==> src/design/ctc_map.svh <==
// Register map, field positions, widths and reset values of the capture trigger controller.
// Overview of operation
// - Free run ignores every trigger input and acquires from start until stop.
// - External source fires when its selected input reaches or passes the level.
// - Mask source fires whenever the spectrum violates the selected frequency mask.
// - Power threshold source fires when time-domain power reaches or passes the threshold.
// - Signed offset: positive delays measurement start, negative reaches before event.
// - All sources but the mask and free run honour a rising or falling slope setting.
// - Holdoff sets a minimum spacing; events inside it are discarded.
// - Holdoff is effective only in mark-only mode.
// - Data from a programmable pretrigger interval before each event is retained.
// - Capture continues for a programmable posttrigger interval after each event.
// - Auto-rearm starts a measurement per event and rearms at once.
// - Stop-on-trigger halts after one sweep and keeps its pre and post data.
// - Early events are accepted and give a shortened pretrigger segment.
// - Mark-only acquires as free run and just tags events in the results.
// - Any source but free run raises the active indicator and reports the source.
`ifndef CTC_MAP_SVH
`define CTC_MAP_SVH

`define CTC_ADDR_W      5
`define CTC_SMP_W       16
`define CTC_CNT_W       16
`define CTC_PRE_W       17

`define CTC_CTRL_OFS    5'h00
`define CTC_LEVEL_OFS   5'h04
`define CTC_OFFSET_OFS  5'h08
`define CTC_HOLDOFF_OFS 5'h0C
`define CTC_PRE_OFS     5'h10
`define CTC_POST_OFS    5'h14
`define CTC_STATUS_OFS  5'h18

`define CTC_CTRL_SRC_LSB   0
`define CTC_CTRL_SLOPE_BIT 3
`define CTC_CTRL_MODE_LSB  4
`define CTC_CTRL_START_BIT 8
`define CTC_CTRL_STOP_BIT  9

`define CTC_ST_CAPTURE_BIT 0
`define CTC_ST_ARMED_BIT   1
`define CTC_ST_ACTIVE_BIT  2
`define CTC_ST_SRC_LSB     4
`define CTC_ST_HALTED_BIT  8
`define CTC_ST_SHORT_BIT   9

`define CTC_LEVEL_RST   16'h0000
`define CTC_CNT_RST     16'h0000

`endif

==> src/design/ctc_pkg.sv <==
// Types shared by the capture trigger controller.
package ctc_pkg;

	typedef enum logic [2:0] {
		free_run_source_code,
		external_input_one_code,
		external_input_two_code,
		external_input_three_code,
		mask_source_code,
		power_threshold_source_code
	} ctc_src_e;

	typedef enum logic [1:0] {
		auto_rearm,
		stop_on_trigger,
		mark_only
	} ctc_mode_e;

	typedef enum logic [2:0] {
		st_idle,
		st_run,
		st_armed,
		st_delay,
		st_post
	} ctc_fsm_e;

endpackage : ctc_pkg

==> src/design/ctc_trigger.sv <==
// Capture trigger controller with its Avalon-MM register slave.
`include "ctc_map.svh"

module ctc_trigger (
	input  wire logic                         mclk,              // 250 MHz clock.
	input  wire logic                         rst_n,             // Async reset, active low.
	input  wire logic [`CTC_ADDR_W-1:0]       avs_address,       // Byte address.
	input  wire logic                         avs_read,          // Read request.
	input  wire logic                         avs_write,         // Write request.
	input  wire logic [31:0]                  avs_writedata,     // Write data.
	input  wire logic [3:0]                   avs_byteenable,    // Byte lanes.
	output logic [31:0]                       avs_readdata,      // Read data.
	output logic                              avs_waitrequest,   // Stall.
	input  wire logic [`CTC_SMP_W-1:0]        ext_in_1,          // External input 1 sample.
	input  wire logic [`CTC_SMP_W-1:0]        ext_in_2,          // External input 2 sample.
	input  wire logic [`CTC_SMP_W-1:0]        ext_in_3,          // External input 3 sample.
	input  wire logic [`CTC_SMP_W-1:0]        power_in,          // Time-domain power.
	input  wire logic                         mask_violation,    // Mask checker result.
	output logic                              capture_en,        // Acquisition running.
	output logic                              trigger_mark,      // Tag pulse, mark-only.
	output logic                              frame_start,       // Trigger accepted pulse.
	output logic                              frame_done,        // Posttrigger end pulse.
	output logic [`CTC_PRE_W-1:0]             pre_keep,          // Pretrigger samples kept.
	output logic                              trigger_active_indicator, // Source not free run.
	output ctc_pkg::ctc_src_e                 source_report      // Selected source.
);

	typedef struct packed {
		logic                      wait_q;
		logic [31:0]               rdata;
		ctc_pkg::ctc_src_e         src;
		logic                      falling;
		ctc_pkg::ctc_mode_e        mode;
		logic [`CTC_SMP_W-1:0]     level;
		logic [`CTC_CNT_W-1:0]     offset;
		logic [`CTC_CNT_W-1:0]     holdoff;
		logic [`CTC_CNT_W-1:0]     pre_len;
		logic [`CTC_CNT_W-1:0]     post_len;
		ctc_pkg::ctc_fsm_e         fsm;
		logic [`CTC_CNT_W-1:0]     cnt;
		logic [`CTC_PRE_W-1:0]     pre_cnt;
		logic [`CTC_CNT_W-1:0]     hold_cnt;
		logic                      cond_prev;
		logic                      capture;
		logic                      mark;
		logic                      fstart;
		logic                      fdone;
		logic [`CTC_PRE_W-1:0]     keep;
		logic                      halted;
		logic                      pre_short;
		logic                      active;
		ctc_pkg::ctc_src_e         src_rep;
	} ctc_state_s;

	ctc_state_s r;
	ctc_state_s next_r;

	// Level condition for one source honouring the slope direction.
	function automatic logic over_level(input logic [`CTC_SMP_W-1:0] x,
			input logic [`CTC_SMP_W-1:0] lvl, input logic fall);
		over_level = fall ? (x <= lvl) : (x >= lvl);
	endfunction : over_level

	// Merge a write into a register honouring byte enables.
	function automatic logic [31:0] merge(input logic [31:0] old, input logic [31:0] wd,
			input logic [3:0] be);
		logic [31:0] res;
		res = old;
		for (int i = 0; i < 4; i++) begin
			if (be[i]) begin
				res[i*8 +: 8] = wd[i*8 +: 8];
			end
		end
		merge = res;
	endfunction : merge

	logic                      req;
	logic                      take;
	logic                      cond;
	logic                      event_hit;
	logic                      start_cmd;
	logic                      stop_cmd;
	logic [31:0]               ctrl_new;
	logic [31:0]               ctrl_word;
	logic [31:0]               status_word;
	logic [`CTC_PRE_W-1:0]     pre_target;
	logic [`CTC_CNT_W-1:0]     neg_off;

	// Current source condition and its rising edge as the trigger event.
	always_comb begin
		case (r.src)
			ctc_pkg::external_input_one_code: begin
				cond = over_level(ext_in_1, r.level, r.falling);
			end
			ctc_pkg::external_input_two_code: begin
				cond = over_level(ext_in_2, r.level, r.falling);
			end
			ctc_pkg::external_input_three_code: begin
				cond = over_level(ext_in_3, r.level, r.falling);
			end
			ctc_pkg::power_threshold_source_code: begin
				cond = over_level(power_in, r.level, r.falling);
			end
			ctc_pkg::mask_source_code: begin
				cond = mask_violation;
			end
			default: begin
				cond = 1'b0;
			end
		endcase
		event_hit = cond && !r.cond_prev;
	end

	// Bus decode: a request is served on the cycle waitrequest is low.
	assign req  = avs_read || avs_write;
	assign take = req && !r.wait_q;
	assign ctrl_word = {22'h000000, 4'h0, 2'(r.mode), r.falling, 3'(r.src)};
	assign ctrl_new  = merge(ctrl_word, avs_writedata, avs_byteenable);
	assign start_cmd = take && avs_write && (avs_address == `CTC_CTRL_OFS)
		&& ctrl_new[`CTC_CTRL_START_BIT];
	assign stop_cmd  = take && avs_write && (avs_address == `CTC_CTRL_OFS)
		&& ctrl_new[`CTC_CTRL_STOP_BIT];
	assign neg_off    = r.offset[`CTC_CNT_W-1] ? (~r.offset + 16'h0001) : 16'h0000;
	assign pre_target = {1'b0, r.pre_len} + {1'b0, neg_off};

	// Status word built from live controller state.
	always_comb begin
		status_word = 32'h00000000;
		status_word[`CTC_ST_CAPTURE_BIT] = r.capture;
		status_word[`CTC_ST_ARMED_BIT]   = (r.fsm == ctc_pkg::st_armed);
		status_word[`CTC_ST_ACTIVE_BIT]  = r.active;
		status_word[`CTC_ST_SRC_LSB +: 3] = 3'(r.src);
		status_word[`CTC_ST_HALTED_BIT]  = r.halted;
		status_word[`CTC_ST_SHORT_BIT]   = r.pre_short;
	end

	// Next-state logic for the bus slave, configuration and trigger sequencer.
	always_comb begin
		next_r        = r;
		next_r.mark   = 1'b0;
		next_r.fstart = 1'b0;
		next_r.fdone  = 1'b0;
		next_r.cond_prev = cond;
		next_r.wait_q = !(req && r.wait_q);
		if (req && r.wait_q) begin
			case (avs_address)
				`CTC_CTRL_OFS:    next_r.rdata = ctrl_word;
				`CTC_LEVEL_OFS:   next_r.rdata = {16'h0000, r.level};
				`CTC_OFFSET_OFS:  next_r.rdata = {16'h0000, r.offset};
				`CTC_HOLDOFF_OFS: next_r.rdata = {16'h0000, r.holdoff};
				`CTC_PRE_OFS:     next_r.rdata = {16'h0000, r.pre_len};
				`CTC_POST_OFS:    next_r.rdata = {16'h0000, r.post_len};
				`CTC_STATUS_OFS:  next_r.rdata = status_word;
				default:          next_r.rdata = 32'h00000000;
			endcase
		end
		if (take && avs_write) begin
			case (avs_address)
				`CTC_CTRL_OFS: begin
					next_r.src     = ctc_pkg::ctc_src_e'(ctrl_new[`CTC_CTRL_SRC_LSB +: 3]);
					next_r.falling = ctrl_new[`CTC_CTRL_SLOPE_BIT];
					next_r.mode    = ctc_pkg::ctc_mode_e'(ctrl_new[`CTC_CTRL_MODE_LSB +: 2]);
				end
				`CTC_LEVEL_OFS:   next_r.level    = 16'(merge({16'h0000, r.level}, avs_writedata,
					avs_byteenable));
				`CTC_OFFSET_OFS:  next_r.offset   = 16'(merge({16'h0000, r.offset}, avs_writedata,
					avs_byteenable));
				`CTC_HOLDOFF_OFS: next_r.holdoff  = 16'(merge({16'h0000, r.holdoff}, avs_writedata,
					avs_byteenable));
				`CTC_PRE_OFS:     next_r.pre_len  = 16'(merge({16'h0000, r.pre_len}, avs_writedata,
					avs_byteenable));
				`CTC_POST_OFS:    next_r.post_len = 16'(merge({16'h0000, r.post_len}, avs_writedata,
					avs_byteenable));
				default: begin
				end
			endcase
		end
		next_r.active  = (next_r.src != ctc_pkg::free_run_source_code);
		next_r.src_rep = next_r.src;
		if (r.hold_cnt != 16'h0000) begin
			next_r.hold_cnt = r.hold_cnt - 16'h0001;
		end
		case (r.fsm)
			ctc_pkg::st_run: begin
				// Free run and mark-only capture without a break.
				next_r.capture = 1'b1;
				if (r.mode == ctc_pkg::mark_only && event_hit && r.hold_cnt == 16'h0000) begin
					next_r.mark     = 1'b1;
					next_r.hold_cnt = r.holdoff;
				end
			end
			ctc_pkg::st_armed: begin
				next_r.capture = 1'b1;
				if (r.pre_cnt < pre_target) begin
					next_r.pre_cnt = r.pre_cnt + 17'h00001;
				end
				if (event_hit) begin
					next_r.fstart    = 1'b1;
					next_r.keep      = r.pre_cnt;
					next_r.pre_short = (r.pre_cnt < pre_target);
					if (!r.offset[`CTC_CNT_W-1] && r.offset != 16'h0000) begin
						next_r.fsm = ctc_pkg::st_delay;
						next_r.cnt = r.offset;
					end else begin
						next_r.fsm = ctc_pkg::st_post;
						next_r.cnt = r.post_len;
					end
				end
			end
			ctc_pkg::st_delay: begin
				next_r.cnt = r.cnt - 16'h0001;
				if (r.cnt == 16'h0001) begin
					next_r.fsm = ctc_pkg::st_post;
					next_r.cnt = r.post_len;
				end
			end
			ctc_pkg::st_post: begin
				if (r.cnt != 16'h0000) begin
					next_r.cnt = r.cnt - 16'h0001;
				end else begin
					next_r.fdone   = 1'b1;
					next_r.pre_cnt = 17'h00000;
					if (r.mode == ctc_pkg::stop_on_trigger) begin
						next_r.fsm     = ctc_pkg::st_idle;
						next_r.capture = 1'b0;
						next_r.halted  = 1'b1;
					end else begin
						next_r.fsm = ctc_pkg::st_armed;
					end
				end
			end
			default: begin
				next_r.capture = 1'b0;
			end
		endcase
		// Start rearms from any state; stop wins over start.
		if (start_cmd) begin
			next_r.halted   = 1'b0;
			next_r.pre_cnt  = 17'h00000;
			next_r.hold_cnt = 16'h0000;
			next_r.capture  = 1'b1;
			if (next_r.src == ctc_pkg::free_run_source_code
					|| next_r.mode == ctc_pkg::mark_only) begin
				next_r.fsm = ctc_pkg::st_run;
			end else begin
				next_r.fsm = ctc_pkg::st_armed;
			end
		end
		if (stop_cmd) begin
			next_r.fsm     = ctc_pkg::st_idle;
			next_r.capture = 1'b0;
		end
	end

	// State register with constant reset values.
	always_ff @(posedge mclk or negedge rst_n) begin
		if (!rst_n) begin
			r           <= '0;
			r.wait_q    <= 1'b1;
			r.src       <= ctc_pkg::free_run_source_code;
			r.mode      <= ctc_pkg::auto_rearm;
			r.fsm       <= ctc_pkg::st_idle;
			r.src_rep   <= ctc_pkg::free_run_source_code;
			r.level     <= `CTC_LEVEL_RST;
			r.offset    <= `CTC_CNT_RST;
		end else begin
			r <= next_r;
		end
	end

	// Outputs straight from the state flops.
	assign avs_readdata             = r.rdata;
	assign avs_waitrequest          = r.wait_q;
	assign capture_en               = r.capture;
	assign trigger_mark             = r.mark;
	assign frame_start              = r.fstart;
	assign frame_done               = r.fdone;
	assign pre_keep                 = r.keep;
	assign trigger_active_indicator = r.active;
	assign source_report            = r.src_rep;

endmodule : ctc_trigger

==> config.mk <==
export PLATFORM = sky130hd
export DESIGN_NAME = ctc_trigger
export DESIGN_NICKNAME = d
export VERILOG_FILES = /design/src/design/ctc_pkg.sv /design/src/design/ctc_trigger.sv
export VERILOG_INCLUDE_DIRS = /design/src /design/src/design
export SDC_FILE = /design/constraint.sdc
export NUM_CORES = 1
export LEC_CHECK = 0
export ABC_AREA = 1
export BUFFER_PORTS_ARGS = -buffer_cell sky130_fd_sc_hd__buf_4
export CELL_PAD_IN_SITES_DETAIL_PLACEMENT = 2
export CELL_PAD_IN_SITES_GLOBAL_PLACEMENT = 2
export CORE_UTILIZATION = 23
export DETAILED_ROUTE_END_ITERATION = 6
export GPL_ROUTABILITY_DRIVEN = 0
export PLACE_DENSITY = 0.6
export SKIP_CTS_REPAIR_TIMING = 1
export SYNTH_ARGS = -nofsm -noshare
export SYNTH_HDL_FRONTEND = slang
export SYNTH_SLANG_ARGS = --single-unit
==> constraint.sdc <==
create_clock -name mclk -period 10.64 [get_ports mclk]
set_input_delay 1.064 -clock mclk [delete_from_list [all_inputs] [get_ports mclk]]
set_output_delay 1.064 -clock mclk [all_outputs]
set_load 0.1 [all_outputs]
== Word-level counts from Yosys, hierarchy flattened ==
Index checks and enable logic that the tools add are counted.
Widths: inputs -> output; s select.
Operators by class
  $add $sub $neg: 5
  multiplexer cells: 58
  reduce and logical (&&, ||, !) cells: 46
  equality and inequality tests: 29
  bitwise logic cells: 1
  order comparisons: 9
Operators by type and width (number)
  $mux 16: 10
  $pmux 16 s7: 1
  $mux 86: 1
  $mux 8: 10
  $ge 16x16->1: 4
  $le 16x16->1: 4
  $mux 19: 3
  $pmux 19 s3: 1
  $reduce_bool 16->1: 3
  $reduce_and 3->1: 15
  $mux 17: 2
  $pmux 17 s2: 1
  $mux 33: 1
  $sub 16x1->16 const B: 2
  $mux 1: 18
  $add 16x16->17: 1
  $add 17x1->17 const B: 1
  $lt 17x17->1: 1
  $add 16x1->16 const B: 1
  $eq 16x1->1 const B: 1
  $logic_not 16->1: 1
  $ne 4x4->1 const B: 4
  $not 16->16: 1
  $eq 5x5->1 const B: 3
  other kinds (26): 58
Storage, ports and cells
  register bits: 196
  output and inout port bits: 58
  input port bits: 110

== Longest topological paths before layout ==
  depth in word-level cells: 9
  depth in mapped cells: 30
  mapped depth without buffers: 29

== Worst setup path before layout ==
No wires, ideal clock.
  kind: reg-to-reg
  from: reg r[128] (netlist bit)
  to: reg r[51] (netlist bit)
  period minus slack after synthesis: 3927 ps
  required time: 10523 ps
  buffers on the path: 1
  stages on the path, launching flop included: 29
  path slack: 6713 ps
  data arrival time: 3811 ps
  cells stage by stage: dfrtp_1 > inv_1 > ha_1 > nand2_1 > nor2_2 > nand4_1 > nor2_1 > nand2_1 > nor3_1 > nor3_1 > ha_1 > a21oi_1 > inv_1 > a21oi_1 > o21ai_0 > nand2_1 > nand2_1 > a21oi_1 > xor2_1 > ha_1 > nand2_1 > nor2_1 > a211oi_1 > nand2_1 > nand3_2 > nand2_4 > buf_6 > nand2_1 > nand2_1
Between the ends
  longest elaborated chain between the ends: 7
Ends and longest elaborated chain
  start, declared: RTL line ctc_trigger.sv:55  | ctc_state_s r;
  start signal, assigned: RTL line ctc_trigger.sv:267  | r <= next_r;
  $not 16->16: RTL line ctc_trigger.sv:123  | assign neg_off = r.offset[`CTC_CNT_W-1] ? (~r.offset + 16'h0001) : 16'h0000;
  $add 16x1->16: RTL line ctc_trigger.sv:123
  $mux 16: RTL line ctc_trigger.sv:123
  $add 16x16->17: RTL line ctc_trigger.sv:124  | assign pre_target = {1'b0, r.pre_len} + {1'b0, neg_off};
  $lt 17x17->1: RTL line ctc_trigger.sv:194  | if (r.pre_cnt < pre_target) begin
  $ne 3x2->1 (no source line)
  $reduce_and 3->1 (no source line)
Every way passes these cells.
A chain may end at the register's enable or synchronous reset.

== Worst setup path in the final report ==
  from: reg r[128] (netlist bit)
  to: reg r[49] (netlist bit)
Same word-level chain as after synthesis.

==> results.md <==
* Share of cells above drive strength 1 at 17.1%
* Dpl cell area at 0.0139 mm2
* Setup TNS at 0 ns
* Drt drc at 0
* DRT antenna net count at 0
* # nets final at 1,899
* Die area at 0.0557 mm2
* Part of the Yosys area used for sequential elements at 35.8%
* R2r worst-path depth at 27
* Flops & latches, synth at 180
* Final Critical Period at 5.26 ns
* Met1 Wirelength at 21,600 um
* Initial Util at 23.3%
* Crit path capture: r[49]
* Top Layer Used: met4
* Final WL at 47,300 um
* Slew Limit Fails at 0
* CTS buffer count at 17
* Clock transition at the registers of the reported paths at 0.08 ns
* Period utilisation layout at 49.4%
* Crit end category: register
* Post-route core utilization at 26.9%
* Unique masters post-synth at 58
* Non-filler cells in the finished layout at 2,396
* Post-synth top area share at 35.5%
* Crit start category: register
* Initial antenna violation count at 0
* Hold crit path type: register to register
* Placed Cells at 2,364
* Area grow syn2layout at 15.4%
* Clk buf depth at 2
* Die W at 236 um
* RSZ-0062 raised after global routing: no
* DR WL met3 at 1530 um
* Worst hold slack at 0.490 ns
* Metal2 WL at 23,700 um
* Seq. cell area at 0.00451 mm2
* Number of I/O port buffers at 133
* Cell Area, Synth at 0.0126 mm2
* Core Area at 0.0540 mm2
* DR WL/cell at 19.8 um
* Crit Path Class: register to register
* Clock sinks at 180
* Slew Limit Headroom at 40.9%
* Reg-to-reg setup timing slack at 5.38 ns
* First-pass GRT wire length at 74,400 um
* All-Layer GR Usage at 17.6%
* Peak VDD IR at 128 uV
* Pin slew with the least headroom to its limit at 0.880 ns
* Pre-CTS WS at 5.22 ns
* Max Fclk at 190 MHz
* Yosys warning count at 0
* GRT overflow at 0
* DP HPWL at 37,000 um
* Reg2reg start: r[128]
* First-pass DRT Iterations at 5
* Tot Pwr at 2.57 mW
* I/O pins at 168
* Largest net degree at the start of global routing at 67
* 1st-iter DRT viols at 445
* Clock latency on the worst-skew pair at 0.49 ns
* Fillers at 6,296
* Final setup fails at 0
* Leak pwr at 6.91 nW
* Post-synth ARST share at 100%
* Clock skew at 0.0114 ns
* Top_reg_cell synth: dfrtp_1
* Req. time, crit path at 11.01 ns
* Cell taking the most area after synthesis: dfrtp_1
* Dominant cells by area after synthesis: dfrtp_1, nand2_1, ha_1
* DR vias/cell at 4.72
* Area of the multi-input gates at 0.00684 mm2
* Root Buffer: clkbuf_16
* Syn Area/Cell at 7.86 um2
* ANT cells at 0
* Endpoints failing hold at 0
* Vias at 11,300
* Min-delay src: pre_keep[3]
* Row cnt at 85
* Worst Path Max Fanout at 18
* Reg2reg end: r[49]
* Pwr dens at 176 mW/mm2
* Setup slack after layout at 5.38 ns
* Status: finished clean
* Post-Syn Instances at 1,603
* Max Cap Viol at 0
* CTS tree: done
* Crit path from: r[128]
* Number of enable flip-flop cells after synthesis at 0
* Critical Path AT at 5.63 ns
* Final instance area at 0.0145 mm2
* Depth of the CTS H-tree at 4
* Chip height at 236 um
* Vias in the first global route at 12,300
[layer usage]
metal | track usage, % | up-vias
li1 | - | 5426
met1 | 22.3 | 5711
met3 | 3.21 | 31
met2 | 30.7 | 143
met4 | 3.82 | 0
met5 | 0 | -
[layout by cell type, fill, tap and decap left out, drive strengths merged, types with 2 or more instances in the layout]
cell / instances
a211oi: 4
a21o: 5
a21oi: 74
a221oi: 17
a22o: 2
a31oi: 4
buf: 139
clkbuf: 18
clkinv: 7
clkinvlp: 2
conb: 16
dfrtp: 179
ha: 101
inv: 179
nand2: 415
nand3: 70
nand4: 18
nor2: 126
nor3: 43
nor4: 14
o211ai: 8
o21a: 2
o21ai: 181
o21bai: 4
o221ai: 3
o22ai: 18
or2: 2
xnor2: 15
xor2: 26
[Yosys cell counts, types with 2 or more instances]
cell and number:
nand2_1 388, dfrtp_1 179, inv_1 157, o21ai_0 136
nor2_1 113, ha_1 101, a21oi_1 72, nand3_1 64
buf_4 54, o21ai_2 30, nor3_1 28, xor2_1 26
nand2_2 22, o22ai_1 18, a221oi_1 17, nand4_1 17
clkbuf_1 15, o21ai_1 15, xnor2_1 15, inv_2 14
nor3_2 11, nor4_1 10, buf_6 9, buf_2 8
o211ai_1 8, nor2_2 7, nor2_4 6, a21o_1 5
nand2_4 5, nand3_2 5, a31oi_1 4, nor3_4 4
nor4_4 4, o21bai_1 4, a211oi_1 3, o221ai_1 3
a21oi_2 2, a22o_1 2, buf_12 2, o21a_1 2
[cell families after synthesis]
| group | count (synthesis) | synth area share [%] |
|---|---|---|
| and+or+nand+nor | 690 | 25.4 |
| AOI/OAI and AO/OA | 325 | 15.3 |
| buffers and inverters | 264 | 10.5 |
| DFF | 180 | 35.8 |
| adders and majority gates | 102 | 10.2 |
| xor gates and xnor gates | 41 | 2.85 |
| other | 1 | 0.0298 |
[final cells by class]
type | instances | share of cell area (%)
tap | 696 | 5.99
clock inverter | 15 | 1.30
inverter | 174 | 4.52
clock buffer | 17 | 2.93
timing repair buffer | 140 | 7.27
multi-input combinational | 1174 | 47.0
sequential | 180 | 31.0
[critical path, stage by stage (launching register included)]
cell      delay [ns]
dfrtp_1         0.47
inv_1           0.14
ha_1            0.20
nand2_1         0.09
nor2_2          0.17
nand4_1         0.17
nor2_1          0.31
nand2_1         0.13
nor3_1          0.41
nor3_1          0.12
ha_1            0.35
a21oi_1         0.16
inv_1           0.05
a21oi_1         0.20
o21ai_0         0.17
nand2_1         0.09
nand2_1         0.05
a21oi_1         0.15
xor2_1          0.17
ha_1            0.24
nand2_1         0.08
nor2_1          0.05
a211oi_1        0.21
nand2_1         0.16
nand3_2         0.36
nand2_4         0.25
nand2_1         0.13
nand2_1         0.05
[flip-flops by register name, indices dropped and copies added, names as in the netlist, 3 cells and up]
name,count
avs_readdata,16
ctrl_word,3
pre_keep,17
r,135
source_report,3
[power by group]
part | internal, mW | leakage, nW | switching (mW)
Sequential | 0.772 | 2.37 | 0.117
Clock | 0.339 | 0.295 | 0.350
Combinational | 0.309 | 4.25 | 0.679
Total | 1.42 | 6.91 | 1.15
[how the worst min path moves through the flow]
stage | slack (ns) | cells after the start | endpoint
final | 0.49 | 2 | pre_keep[3]
after global routing | 0.52 | 2 | pre_keep[1]
after CTS | 0.49 | 2 | pre_keep[0]
after detailed placement | 0.47 | 1 | avs_readdata[1]
after global placement | 0.47 | 2 | r[146]
after floorplan | 0.45 | 2 | avs_readdata[3]
Note: power is estimated with default switching activity, not from simulation.
